`config.mk`:
```
export PLATFORM = sky130hd
export DESIGN_NAME = cie_exc_unit
export DESIGN_NICKNAME = d
export VERILOG_FILES = /design/src/common/cie_pkg.sv /design/src/logic/cie_prio_arb.sv /design/src/logic/cie_exc_unit.sv
export SDC_FILE = /design/constraint.sdc
export NUM_CORES = 1
export LEC_CHECK = 0
export BUFFER_PORTS_ARGS = -buffer_cell sky130_fd_sc_hd__buf_2
export CAP_MARGIN = 20
export CORE_ASPECT_RATIO = 0.7
export CORE_MARGIN = 3
export CORE_UTILIZATION = 45
export CTS_CLUSTER_DIAMETER = 200
export DETAILED_ROUTE_END_ITERATION = 10
export HOLD_SLACK_MARGIN = 0.15
export PLACE_DENSITY = 0.73
export SETUP_SLACK_MARGIN = 0.15
export SYNTH_ARGS = -nofsm -noshare
export SYNTH_HDL_FRONTEND = slang
export SYNTH_SLANG_ARGS = --single-unit
```
`constraint.sdc`:
```
create_clock -name sys_clk -period 5.4 [get_ports sys_clk]
set_input_delay 0.27 -clock sys_clk [delete_from_list [all_inputs] [get_ports sys_clk]]
set_output_delay 0.27 -clock sys_clk [all_outputs]
set_load 0.02 [all_outputs]
```
`src/common/cie_pkg.sv`:
```
// package: constants, register map and carriers of the exception unit
package cie_pkg;

  // ****************************************
  // register map (APB byte addresses)
  // ****************************************
  localparam logic [7:0]  REG_STATUS    = 8'h00;
  localparam logic [7:0]  REG_TBASE     = 8'h04;
  localparam logic [7:0]  REG_LASTVEC   = 8'h08;
  localparam logic [23:0] TBASE_RESET   = 24'h000000;
  localparam logic [15:0] FLAGS_RESET   = 16'h0002;
  localparam int          FLAG_TF       = 8;
  localparam int          FLAG_IF       = 9;
  localparam int          STAT_NMIACT   = 8;
  localparam int          STAT_NMIPEND  = 9;
  localparam int          STAT_OVRPEND  = 10;
  localparam int          STAT_RESERVED = 11;
  localparam int          STAT_BUSY     = 12;

  // ****************************************
  // vectors
  // ****************************************
  localparam logic [7:0] VEC_DIVIDE   = 8'h00;
  localparam logic [7:0] VEC_STEP     = 8'h01;
  localparam logic [7:0] VEC_NMI      = 8'h02;
  localparam logic [7:0] VEC_OVERFLOW = 8'h04;
  localparam logic [7:0] VEC_RANGE    = 8'h05;
  localparam logic [7:0] VEC_OPCODE   = 8'h06;
  localparam logic [7:0] VEC_NOEXT    = 8'h07;
  localparam logic [7:0] VEC_OVERRUN  = 8'h09;
  localparam logic [7:0] VEC_EXTERR   = 8'h10;
  localparam logic [7:0] VEC_LAST_RSV = 8'h1F;
  localparam int         ENTRY_SHIFT  = 2;

  // ****************************************
  // request slots, highest priority first
  // ****************************************
  localparam int REQ_DIVIDE   = 0;
  localparam int REQ_RANGE    = 1;
  localparam int REQ_OPCODE   = 2;
  localparam int REQ_NOEXT    = 3;
  localparam int REQ_EXTERR   = 4;
  localparam int REQ_OVERFLOW = 5;
  localparam int REQ_STEP     = 6;
  localparam int REQ_NMI      = 7;
  localparam int REQ_OVERRUN  = 8;
  localparam int REQ_MASKABLE_IRQ_IN     = 9;
  localparam int REQ_SOFT     = 10;
  localparam int REQ_COUNT    = 11;
  localparam int FAULT_LAST   = 4;

  typedef enum logic [6:0] {
    ST_IDLE   = 7'b0000001,
    ST_CHECK  = 7'b0000010,
    ST_ACK    = 7'b0000100,
    ST_FLAGS  = 7'b0001000,
    ST_PUSHCS = 7'b0010000,
    ST_PUSHIP = 7'b0100000,
    ST_LOAD   = 7'b1000000
  } cie_state_t;

  // frame of the interrupt being entered
  typedef struct packed {
    logic [7:0]  vector;
    logic [15:0] retCs;
    logic [15:0] retIp;
  } cie_frame_t;

  // per-instruction events from the core, valid with instrDone
  typedef struct packed {
    logic       divideErr;
    logic       rangeErr;
    logic       badOpcode;
    logic       noExtension;
    logic       extError;
    logic       overflowTrap;
    logic       softInt;
    logic [7:0] softVector;
  } cie_events_t;

endpackage : cie_pkg

```
`src/logic/cie_prio_arb.sv`:
```
// fixed-priority one-hot arbiter, lowest index wins
`timescale 1ns/1ps
module cie_prio_arb #(
  parameter int N = 11
) (
  // requests and grant
  input  wire logic [N-1:0] req,
  output logic      [N-1:0] grant,
  output logic              any
);

  logic [N:0] blocked;

  assign blocked[0] = 1'b0;

  genvar i;
  generate
    for (i = 0; i < N; i++) begin : g_slot
      assign grant[i]     = req[i] & ~blocked[i];
      assign blocked[i+1] = blocked[i] | req[i];
    end
  endgenerate

  assign any = blocked[N];

endmodule : cie_prio_arb

```
`src/logic/cie_exc_unit.sv`:
```
// interrupt and exception entry sequencer with APB status port
`timescale 1ns/1ps
module cie_exc_unit #(
  parameter int ADDR_W = 8
) (
  // clock and reset
  input  wire logic                sys_clk,
  input  wire logic                rst,
  // apb slave
  input  wire logic                psel,
  input  wire logic                penable,
  input  wire logic                pwrite,
  input  wire logic [ADDR_W-1:0]   paddr,
  input  wire logic [31:0]         pwdata,
  output logic      [31:0]         prdata,
  output logic                     pready,
  output logic                     pslverr,
  // external pins
  input  wire logic                maskable_irq_in,
  input  wire logic                nmiIn,
  input  wire logic                extOverrunIn,
  output logic                     intAck,
  input  wire logic                ackValidIn,
  input  wire logic [7:0]          ackVectorIn,
  // core instruction boundary
  input  wire logic                instrDone,
  input  wire cie_pkg::cie_events_t events,
  input  wire logic [15:0]         codeSeg,
  input  wire logic [15:0]         instrStartIp,
  input  wire logic [15:0]         instr_pointer,
  // core flag updates
  input  wire logic                flagsWrite,
  input  wire logic [15:0]         flagsIn,
  input  wire logic                interrupt_return_op,
  input  wire logic [15:0]         returnFlags,
  output logic      [15:0]         flagsOut,
  // stack pushes and handler load
  output logic                     coreHold,
  output logic                     pushValid,
  output logic      [15:0]         pushData,
  output logic                     loadReq,
  output logic      [23:0]         tableAddr,
  input  wire logic                loadDone,
  input  wire logic [15:0]         handlerCs,
  input  wire logic [15:0]         handlerIp
);

  // ****************************************
  // pin synchronisers
  // ****************************************
  logic [3:0]  syncA;
  logic [3:0]  syncB;
  logic [7:0]  vecA;
  logic [7:0]  vecB;
  logic        nmiPrev;
  logic        ovrPrev;
  wire  logic  irqS   = syncB[0];
  wire  logic  nmiS   = syncB[1];
  wire  logic  ovrS   = syncB[2];
  wire  logic  ackS   = syncB[3];
  wire  logic  nmiEdge = nmiS & ~nmiPrev;
  wire  logic  ovrEdge = ovrS & ~ovrPrev;

  always_ff @(posedge sys_clk) begin
    if (rst) begin
      syncA   <= 4'h0;
      syncB   <= 4'h0;
      vecA    <= 8'h00;
      vecB    <= 8'h00;
      nmiPrev <= 1'b0;
      ovrPrev <= 1'b0;
    end else begin
      syncA   <= {ackValidIn, extOverrunIn, nmiIn, maskable_irq_in};
      syncB   <= syncA;
      vecA    <= ackVectorIn;
      vecB    <= vecA;
      nmiPrev <= nmiS;
      ovrPrev <= ovrS;
    end
  end

  // ****************************************
  // state and held requests
  // ****************************************
  cie_pkg::cie_state_t state;
  cie_pkg::cie_state_t next_state;
  cie_pkg::cie_frame_t frame;
  logic [15:0] flags;
  logic [15:0] savedFlags;
  logic [6:0]  evHeld;
  logic [7:0]  softVec;
  logic        softPending;
  logic [15:0] retStart;
  logic [15:0] retNext;
  logic [15:0] retCs;
  logic        nmiPend;
  logic        nmiActive;
  logic        ovrPend;
  logic [23:0] tableBase;
  logic [7:0]  lastVec;
  logic        rsvHit;
  logic [cie_pkg::REQ_COUNT-1:0] req;
  logic [cie_pkg::REQ_COUNT-1:0] grant;
  logic                          anyReq;

  wire logic inCheck  = (state == cie_pkg::ST_CHECK);
  wire logic inAck    = (state == cie_pkg::ST_ACK);
  wire logic inFlags  = (state == cie_pkg::ST_FLAGS);
  wire logic inLoad   = (state == cie_pkg::ST_LOAD);
  wire logic takeIdle = (state == cie_pkg::ST_IDLE) & instrDone;
  wire logic takeAck  = inAck & ackS;
  wire logic ifSet    = flags[cie_pkg::FLAG_IF];
  // hardware requests are looked at only in CHECK, i.e. at a boundary
  wire logic nmiOk    = nmiPend & ~nmiActive;
  wire logic ovrOk    = ovrPend & ~nmiActive;
  wire logic intrOk   = irqS & ifSet & ~nmiActive & ~nmiPend & ~ackS;

  assign req[cie_pkg::REQ_DIVIDE]   = evHeld[0];
  assign req[cie_pkg::REQ_RANGE]    = evHeld[1];
  assign req[cie_pkg::REQ_OPCODE]   = evHeld[2];
  assign req[cie_pkg::REQ_NOEXT]    = evHeld[3];
  assign req[cie_pkg::REQ_EXTERR]   = evHeld[4];
  assign req[cie_pkg::REQ_OVERFLOW] = evHeld[5];
  assign req[cie_pkg::REQ_STEP]     = evHeld[6];
  assign req[cie_pkg::REQ_NMI]      = nmiOk;
  assign req[cie_pkg::REQ_OVERRUN]  = ovrOk;
  assign req[cie_pkg::REQ_MASKABLE_IRQ_IN]     = intrOk;
  // pending flag only: a held vector must not re-request after the grant
  assign req[cie_pkg::REQ_SOFT]     = softPending;

  // fixed processing order by slot index
  cie_prio_arb #(
    .N (cie_pkg::REQ_COUNT)
  ) u_arb (
    .req   (req),
    .grant (grant),
    .any   (anyReq)
  );

  // ****************************************
  // vector and return address of the winner
  // ****************************************
  logic [7:0]  winVec;
  logic        winFault;

  always_comb begin
    winVec   = softVec;
    winFault = 1'b0;
    if (grant[cie_pkg::REQ_DIVIDE]) begin
      winVec   = cie_pkg::VEC_DIVIDE;
      winFault = 1'b1;
    end else if (grant[cie_pkg::REQ_RANGE]) begin
      winVec   = cie_pkg::VEC_RANGE;
      winFault = 1'b1;
    end else if (grant[cie_pkg::REQ_OPCODE]) begin
      winVec   = cie_pkg::VEC_OPCODE;
      winFault = 1'b1;
    end else if (grant[cie_pkg::REQ_NOEXT]) begin
      winVec   = cie_pkg::VEC_NOEXT;
      winFault = 1'b1;
    end else if (grant[cie_pkg::REQ_EXTERR]) begin
      winVec   = cie_pkg::VEC_EXTERR;
      winFault = 1'b1;
    end else if (grant[cie_pkg::REQ_OVERFLOW]) begin
      winVec   = cie_pkg::VEC_OVERFLOW;
    end else if (grant[cie_pkg::REQ_STEP]) begin
      winVec   = cie_pkg::VEC_STEP;
    end else if (grant[cie_pkg::REQ_NMI]) begin
      winVec   = cie_pkg::VEC_NMI;
    end else if (grant[cie_pkg::REQ_OVERRUN]) begin
      winVec   = cie_pkg::VEC_OVERRUN;
    end
  end

  // faults resume at the first prefix byte, traps past the instruction
  wire logic [15:0] winRetIp = winFault ? retStart : retNext;

  // ****************************************
  // sequencer
  // ****************************************
  always_comb begin
    case (state)
      cie_pkg::ST_IDLE:   next_state = instrDone ? cie_pkg::ST_CHECK : cie_pkg::ST_IDLE;
      cie_pkg::ST_CHECK: begin
        if (!anyReq)
          next_state = cie_pkg::ST_IDLE;
        else if (grant[cie_pkg::REQ_MASKABLE_IRQ_IN])
          next_state = cie_pkg::ST_ACK;
        else
          next_state = cie_pkg::ST_FLAGS;
      end
      cie_pkg::ST_ACK:    next_state = ackS ? cie_pkg::ST_FLAGS : cie_pkg::ST_ACK;
      cie_pkg::ST_FLAGS:  next_state = cie_pkg::ST_PUSHCS;
      cie_pkg::ST_PUSHCS: next_state = cie_pkg::ST_PUSHIP;
      cie_pkg::ST_PUSHIP: next_state = cie_pkg::ST_LOAD;
      // back to CHECK so a newly pending request nests first
      cie_pkg::ST_LOAD:   next_state = loadDone ? cie_pkg::ST_CHECK : cie_pkg::ST_LOAD;
      default:            next_state = cie_pkg::ST_IDLE;
    endcase
  end

  always_ff @(posedge sys_clk) begin
    if (rst) begin
      state <= cie_pkg::ST_IDLE;
    end else begin
      state <= next_state;
    end
  end

  // held instruction events; a granted slot clears only its own bit
  always_ff @(posedge sys_clk) begin
    if (rst) begin
      evHeld      <= 7'h00;
      softVec     <= 8'h00;
      softPending <= 1'b0;
    end else if (takeIdle) begin
      evHeld      <= {flags[cie_pkg::FLAG_TF], events.overflowTrap, events.extError,
                      events.noExtension, events.badOpcode, events.rangeErr,
                      events.divideErr};
      softVec     <= events.softVector;
      softPending <= events.softInt;
    end else if (inCheck) begin
      evHeld      <= evHeld & ~grant[6:0];
      softPending <= softPending & ~grant[cie_pkg::REQ_SOFT];
    end
  end

  // frame capture: boundary, then winner, then acknowledge vector
  always_ff @(posedge sys_clk) begin
    if (rst) begin
      retStart <= 16'h0000;
      retNext  <= 16'h0000;
      retCs    <= 16'h0000;
      frame    <= '0;
    end else if (takeIdle) begin
      retStart <= instrStartIp;
      retNext  <= instr_pointer;
      retCs    <= codeSeg;
    end else if (inLoad && loadDone) begin
      retStart <= handlerIp;
      retNext  <= handlerIp;
      retCs    <= handlerCs;
    end else if (inCheck && anyReq) begin
      frame <= '{vector: winVec, retCs: retCs, retIp: winRetIp};
    end else if (takeAck) begin
      frame.vector <= vecB;
    end
  end

  // ****************************************
  // nmi tracking and latched pin events
  // ****************************************
  wire logic nmiTaken = inCheck & grant[cie_pkg::REQ_NMI];
  wire logic ovrTaken = inCheck & grant[cie_pkg::REQ_OVERRUN];

  always_ff @(posedge sys_clk) begin
    if (rst) begin
      nmiPend   <= 1'b0;
      nmiActive <= 1'b0;
      ovrPend   <= 1'b0;
    end else begin
      // a fresh edge in the taking cycle wins over the clear
      nmiPend   <= nmiEdge | (nmiPend & ~nmiTaken);
      ovrPend   <= ovrEdge | (ovrPend & ~ovrTaken);
      if (nmiTaken)
        nmiActive <= 1'b1;
      else if (interrupt_return_op)
        nmiActive <= 1'b0;
    end
  end

  // ****************************************
  // flag word
  // ****************************************
  always_ff @(posedge sys_clk) begin
    if (rst) begin
      flags      <= cie_pkg::FLAGS_RESET;
      savedFlags <= cie_pkg::FLAGS_RESET;
    end else if (inFlags) begin
      savedFlags                <= flags;
      flags[cie_pkg::FLAG_IF]   <= 1'b0;
      flags[cie_pkg::FLAG_TF]   <= 1'b0;
    end else if (interrupt_return_op) begin
      flags <= returnFlags;
    end else if (flagsWrite) begin
      flags <= flagsIn;
    end
  end

  // ****************************************
  // core side outputs
  // ****************************************
  always_ff @(posedge sys_clk) begin
    if (rst) begin
      pushValid <= 1'b0;
      pushData  <= 16'h0000;
    end else begin
      pushValid <= inFlags | (state == cie_pkg::ST_PUSHCS) | (state == cie_pkg::ST_PUSHIP);
      if (inFlags)
        pushData <= flags;
      else if (state == cie_pkg::ST_PUSHCS)
        pushData <= frame.retCs;
      else if (state == cie_pkg::ST_PUSHIP)
        pushData <= frame.retIp;
    end
  end

  assign coreHold  = (state != cie_pkg::ST_IDLE);
  assign intAck    = inAck;
  assign loadReq   = inLoad;
  assign flagsOut  = flags;
  // one pointer per vector, so up to 256 four-byte entries
  assign tableAddr = tableBase + {14'h0000, frame.vector, 2'b00};

  always_ff @(posedge sys_clk) begin
    if (rst) begin
      lastVec <= 8'h00;
      rsvHit  <= 1'b0;
    end else if (inFlags) begin
      lastVec <= frame.vector;
      rsvHit  <= frame.vector <= cie_pkg::VEC_LAST_RSV;
    end
  end

  // ****************************************
  // apb slave, zero wait states
  // ****************************************
  wire logic hitStatus = paddr == ADDR_W'(cie_pkg::REG_STATUS);
  wire logic hitBase   = paddr == ADDR_W'(cie_pkg::REG_TBASE);
  wire logic hitLast   = paddr == ADDR_W'(cie_pkg::REG_LASTVEC);
  wire logic mapped    = hitStatus | hitBase | hitLast;
  wire logic setup     = psel & ~penable;
  wire logic [31:0] statusWord = {19'h00000, coreHold, rsvHit, ovrPend, nmiPend,
                                  nmiActive, savedFlags[7:0]};
  wire logic [31:0] rdMux = hitStatus ? statusWord :
                            hitBase   ? {8'h00, tableBase} :
                            hitLast   ? {24'h000000, lastVec} : 32'h00000000;

  assign pready  = 1'b1;
  assign pslverr = psel & penable & ~mapped;

  always_ff @(posedge sys_clk) begin
    if (rst) begin
      prdata    <= 32'h00000000;
      tableBase <= cie_pkg::TBASE_RESET;
    end else begin
      if (setup)
        prdata <= rdMux;
      if (psel && penable && pwrite && hitBase)
        tableBase <= pwdata[23:0];
    end
  end
endmodule : cie_exc_unit

```
=== Word-level counts from Yosys, hierarchy flattened ===
Index checks and enable logic that the tools add are counted.

* Add/sub/neg operators: 1
* $mul: 0
* Div/mod/pow operators: 0
* Magnitude comparators: 1
* Eq/ne operators: 10
* Shift-type cells: 0
* Muxes and demuxes: 42
* Bitwise operators: 69
* Reductions and logical operators: 16

{| class="wikitable"
|+ Operators by type and width
! operator !! count
|-
| $mux W16 || 11
|-
| $mux W8 || 12
|-
| $pmux W7 S7 || 1
|-
| $mux W24 || 2
|-
| $and A1 B1 Y1 || 28
|-
| $add A24 B10 Y24 || 1
|-
| $not A1 Y1 || 23
|-
| $mux W7 || 3
|-
| $or A1 B1 Y1 || 16
|-
| $mux W4 || 3
|-
| $reduce_bool A2 Y1 || 5
|-
| $mux W1 || 9
|-
| $eq A8 B3 Y1 const B || 1
|-
| $eq A8 B4 Y1 const B || 1
|-
| $le A8 B5 Y1 const B || 1
|-
| $logic_not A8 Y1 || 1
|-
| $and A7 B7 Y7 || 1
|-
| $eq A7 B1 Y1 const B || 1
|-
| $eq A7 B2 Y1 const B || 1
|-
| $eq A7 B3 Y1 const B || 1
|-
| $eq A7 B4 Y1 const B || 1
|-
| $eq A7 B5 Y1 const B || 1
|-
| $eq A7 B6 Y1 const B || 1
|-
| $eq A7 B7 Y1 const B || 1
|-
| 8 further kinds || 13
|}

* Register bits: 246
* Latch bits: 0
* Memory bits (writable): 0
* Bits in read-only memories: 0
* Output and inout bits: 94
* Memories: 0

=== Depth between registers and ports, before layout ===
* Word-level depth: 19
* Depth in mapped cells: 8
* Mapped depth without buffers: 8

=== Cells and area by module ===
A second synthesis with hierarchy kept.

* Cell total of the unflattened synthesis: 1269
* Area, all modules: 10568.9 µm²

{| class="wikitable"
|+ Modules (own cells, without submodules)
! module !! times used !! cells an instance !! area each (µm²)
|-
| cie_exc_unit || 1 || 1248 || 10440.0
|-
| cie_prio_arb || 1 || 21 || 128.9
|}

=== Worst setup path after synthesis ===
Ideal clock, no wire load.

* Kind: register to output
* Start: register frame[32] (netlist bit)
* End: output tableAddr[16]
* Arrival time: 2.212 ns
* Data required time: 5.130 ns
* Path slack: 2.918 ns
* Cell stages (with the launch flop): 9
* Path through: dfxtp_1 -> ha_1 -> inv_1 -> fa_1 -> nor2b_1 -> o31a_1 -> a2bb2oi_1 -> nand4_1 -> xnor2_1

* Word-level cells in the longest chain between the ends: 1

{| class="wikitable"
|+ RTL lines
! what !! line !! RTL
|-
| start: declaration || cie_exc_unit.sv:87 || <nowiki>cie_pkg::cie_frame_t frame;</nowiki>
|-
| start signal: assignment || cie_exc_unit.sv:244 || <nowiki>frame <= '{vector: winVec, retCs: retCs, retIp: winRetIp};</nowiki>
|-
| $add A24 B10 Y24 || cie_exc_unit.sv:313 || <nowiki>assign tableAddr = tableBase + {14'h0000, frame.vector, 2'b00};</nowiki>
|-
| end: declaration || cie_exc_unit.sv:42 || <nowiki>output logic [23:0] tableAddr,</nowiki>
|}

Every way passes these cells.

=== Worst setup path in the final report ===
Ends and elaborated chain as after synthesis.

==> impl_metrics.env <==
export IMPL_crit_family="compound AO/OA/AOI/OAI gates"
export IMPL_totalWireLength_um=33500
export IMPL_crit_slowest_cell="a2bb2oi_1"
export IMPL_area_growth_syn_to_layout_pct=34.3
export IMPL_layout_common_cells="buf_2, dfxtp_1, nor2_1"
export IMPL_antenna_left=0
export IMPL_fp_dieW_um=189
export IMPL_final_max_slew_violation_count=0
export IMPL_ioPinCount=282
export IMPL_cts_buffer_depth=3
export IMPL_max_stage_delay_ps=570
export IMPL_cts_hold_fix_buffers=145
export IMPL_synth_cell_type_count=58
export IMPL_synth_yosys_seq_area_share_pct=45.4
export IMPL_antenna_found_initial=0
export IMPL_overflow=0
export IMPL_power_density_nw_per_um2=290
export IMPL_synth_area_per_cell_sq_um=8.53
export IMPL_start_util_pct=46.1
export IMPL_worst_path_buf_inv=2
export IMPL_finalNonFillerCells=1913
export IMPL_place_inst=1723
export IMPL_route_detailed_wl_per_inst_um=17.5
export IMPL_ys_ff_latch=238
export IMPL_skew_ps=10.7
export IMPL_critPathLaunchType="flip-flop"
export IMPL_num_vias=10455
export IMPL_ys_async_sr_fraction_pct=0
export IMPL_drc=0
export IMPL_whs_ps=190
export IMPL_fin_setup_tns_ps=0
export IMPL_power_leakage_nw=5.80
export IMPL_path_max_fanout=7
export IMPL_rsz0062_at_grt="no"
export IMPL_period_share_pct=63.2
export IMPL_layout_min_cycle_time_ps=3410
export IMPL_die_height_um=134
export IMPL_row_count=46
export IMPL_required_ps=5130
export IMPL_clk_transition_reported_paths_ps=60
export IMPL_dp_hpwl_um=21400
export IMPL_grt_start_max_net_pins=140
export IMPL_numClockSinks=238
export IMPL_grt_pass1_wl_um=53500
export IMPL_drtIter0Drc=908
export IMPL_antennaDiodeCount=0
export IMPL_cts_tree="built"
export IMPL_ir_drop_mv=0.210
export IMPL_synthFlopType="dfxtp_1"
export IMPL_cts_max_level=1
export IMPL_final_hold_viol_count=0
export IMPL_synth_area_sq_um=10500
export IMPL_routed_via_density=5.47
export IMPL_cts_resized=0
export IMPL_synth_warnings=0
export IMPL_dieArea_sq_um=25200
export IMPL_finalSetupViolCount=0
export IMPL_numCtsBuffers=24
export IMPL_setup_worst_path_class="flip-flop to primary output"
export IMPL_n_fill_cell=1899
export IMPL_io_buffers=264
export IMPL_insertion_delay_ps=510
export IMPL_place_congestion=0.847
export IMPL_tightest_slew_ps=968
export IMPL_arrival_ps=3140
export IMPL_grt_pass1_vias=10171
export IMPL_grt_total_usage_pct=25.7
export IMPL_cts_setup_buffers=0
export IMPL_design_core_area_sq_um=22800
export IMPL_crit_chain="ha_1 > inv_1 > fa_1 > nor2b_1 > o31a_1 > a2bb2oi_1 > nand4_1 > xnor2_1 > buf_2"
export IMPL_cap_violations=0
export IMPL_hold_path_class="input pin to flip-flop"
export IMPL_synth_edf_count=0
export IMPL_relSlewSlack_pct=35.2
export IMPL_layout_nets=1783
export IMPL_synth_cells=1231
export IMPL_fmax_mhz=293
export IMPL_final_common_cell="buf_2"
export IMPL_cts_root_buf="clkbuf_16"
export IMPL_crit_path_end_kind="primary output"
export IMPL_firstDrtPassIters=5
export IMPL_final_layout_size_suffix_gt1_share_pct=23.0
export IMPL_outcome="completed"
## logic make-up after synthesis
kind of cell | count (synthesis) | synth area share [%]
AO/OA/AOI/OAI | 293 | 19.4
flip-flops | 238 | 45.4
XOR/XNOR | 19 | 1.58
adder cells (fa/ha/maj) | 9 | 1.14
multiplexers | 52 | 5.02
AND/OR/NAND/NOR | 501 | 22.0
other | 2 | 0.0715
buffers and inverters | 117 | 5.36
## registers in the layout (all words and copies together) (netlist names), 4 cells and up
register    cells
frame          40
prdata         24
tableBase      24
flagsOut       16
pushData       16
retCs          16
retNext        16
retStart       16
lastVec         8
savedFlags      8
softVec         8
vecA            8
vecB            8
evHeld          7
state           7
syncA           4
syncB           4
## cell usage after synthesis, types with 18 or more instances
cell type | count | area share (%)
dfxtp_1 | 238 | 45
nor3_1 | 44 | 2.1
nor2_1 | 181 | 6.5
a21oi_1 | 49 | 2.3
mux2i_1 | 47 | 4.5
nand2_2 | 20 | 1.2
nand2_1 | 137 | 4.9
a21oi_2 | 20 | 1.7
clkbuf_1 | 66 | 2.4
a211oi_1 | 81 | 5.8
a22oi_1 | 23 | 1.6
o31ai_1 | 24 | 1.7
nor2b_1 | 40 | 2.4
o21ai_0 | 33 | 1.6
and2_1 | 18 | 1.1
## worst register-to-register path, delay by kind of cell, from the launching register on
family,cells,cell delay [ps]
DFF,1,800
AOI/OAI and AO/OA,2,680
buffers and inverters,1,590
and+or+nand+nor,3,580
## final cells by class
class / instances / area (sq um) / share of cell area (%)
sequential: 238 / 4760 / 33.8
clock buffer: 37 / 741 / 5.25
tap: 312 / 390 / 2.77
multi-input combinational: 883 / 5200 / 36.9
timing repair buffer: 424 / 2920 / 20.7
clock inverter: 4 / 25.0 / 0.177
inverter: 15 / 56.3 / 0.399
## path summary, 6_finish.rpt
path / start / to / slack (ps) / depth (start not counted)
worst max-delay path: frame[32] / tableAddr[16] / 1990 / 9
worst min register to register: syncA[3] / syncB[3] / 440 / 1
worst min-delay path: flagsIn[9] / flagsOut[9] / 190 / 5
worst max register to register: evHeld[4] / frame[24] / 2670 / 6
## metrics by stage
stage                     util, %  total power, mW  setup WS, ps  instance area, sq um
after global routing         61.9             4.27          1770                 14100
after detailed placement     51.9             2.39          2550                 11800
after global placement       51.9             2.38          2590                 11800
final                        61.9             4.08          1990                 14100
after floorplan                 -             2.23          2920                 10500
after CTS                    61.6             4.09          1990                 14000
## where the power goes
group	internal (mW)	switching, mW
Combinational	0.259	0.301
Sequential	1.84	0.0718
Clock	0.938	0.670
## routing by layer
metal	global-route usage (%)	wire, um	vias up
li1	-	-	5039
met1	37.6	15300	4885
met2	39.4	14700	465
met5	0	0	-
met3	4.23	2630	66
met4	6.95	859	0
Note: power is estimated with default switching activity, not from simulation.
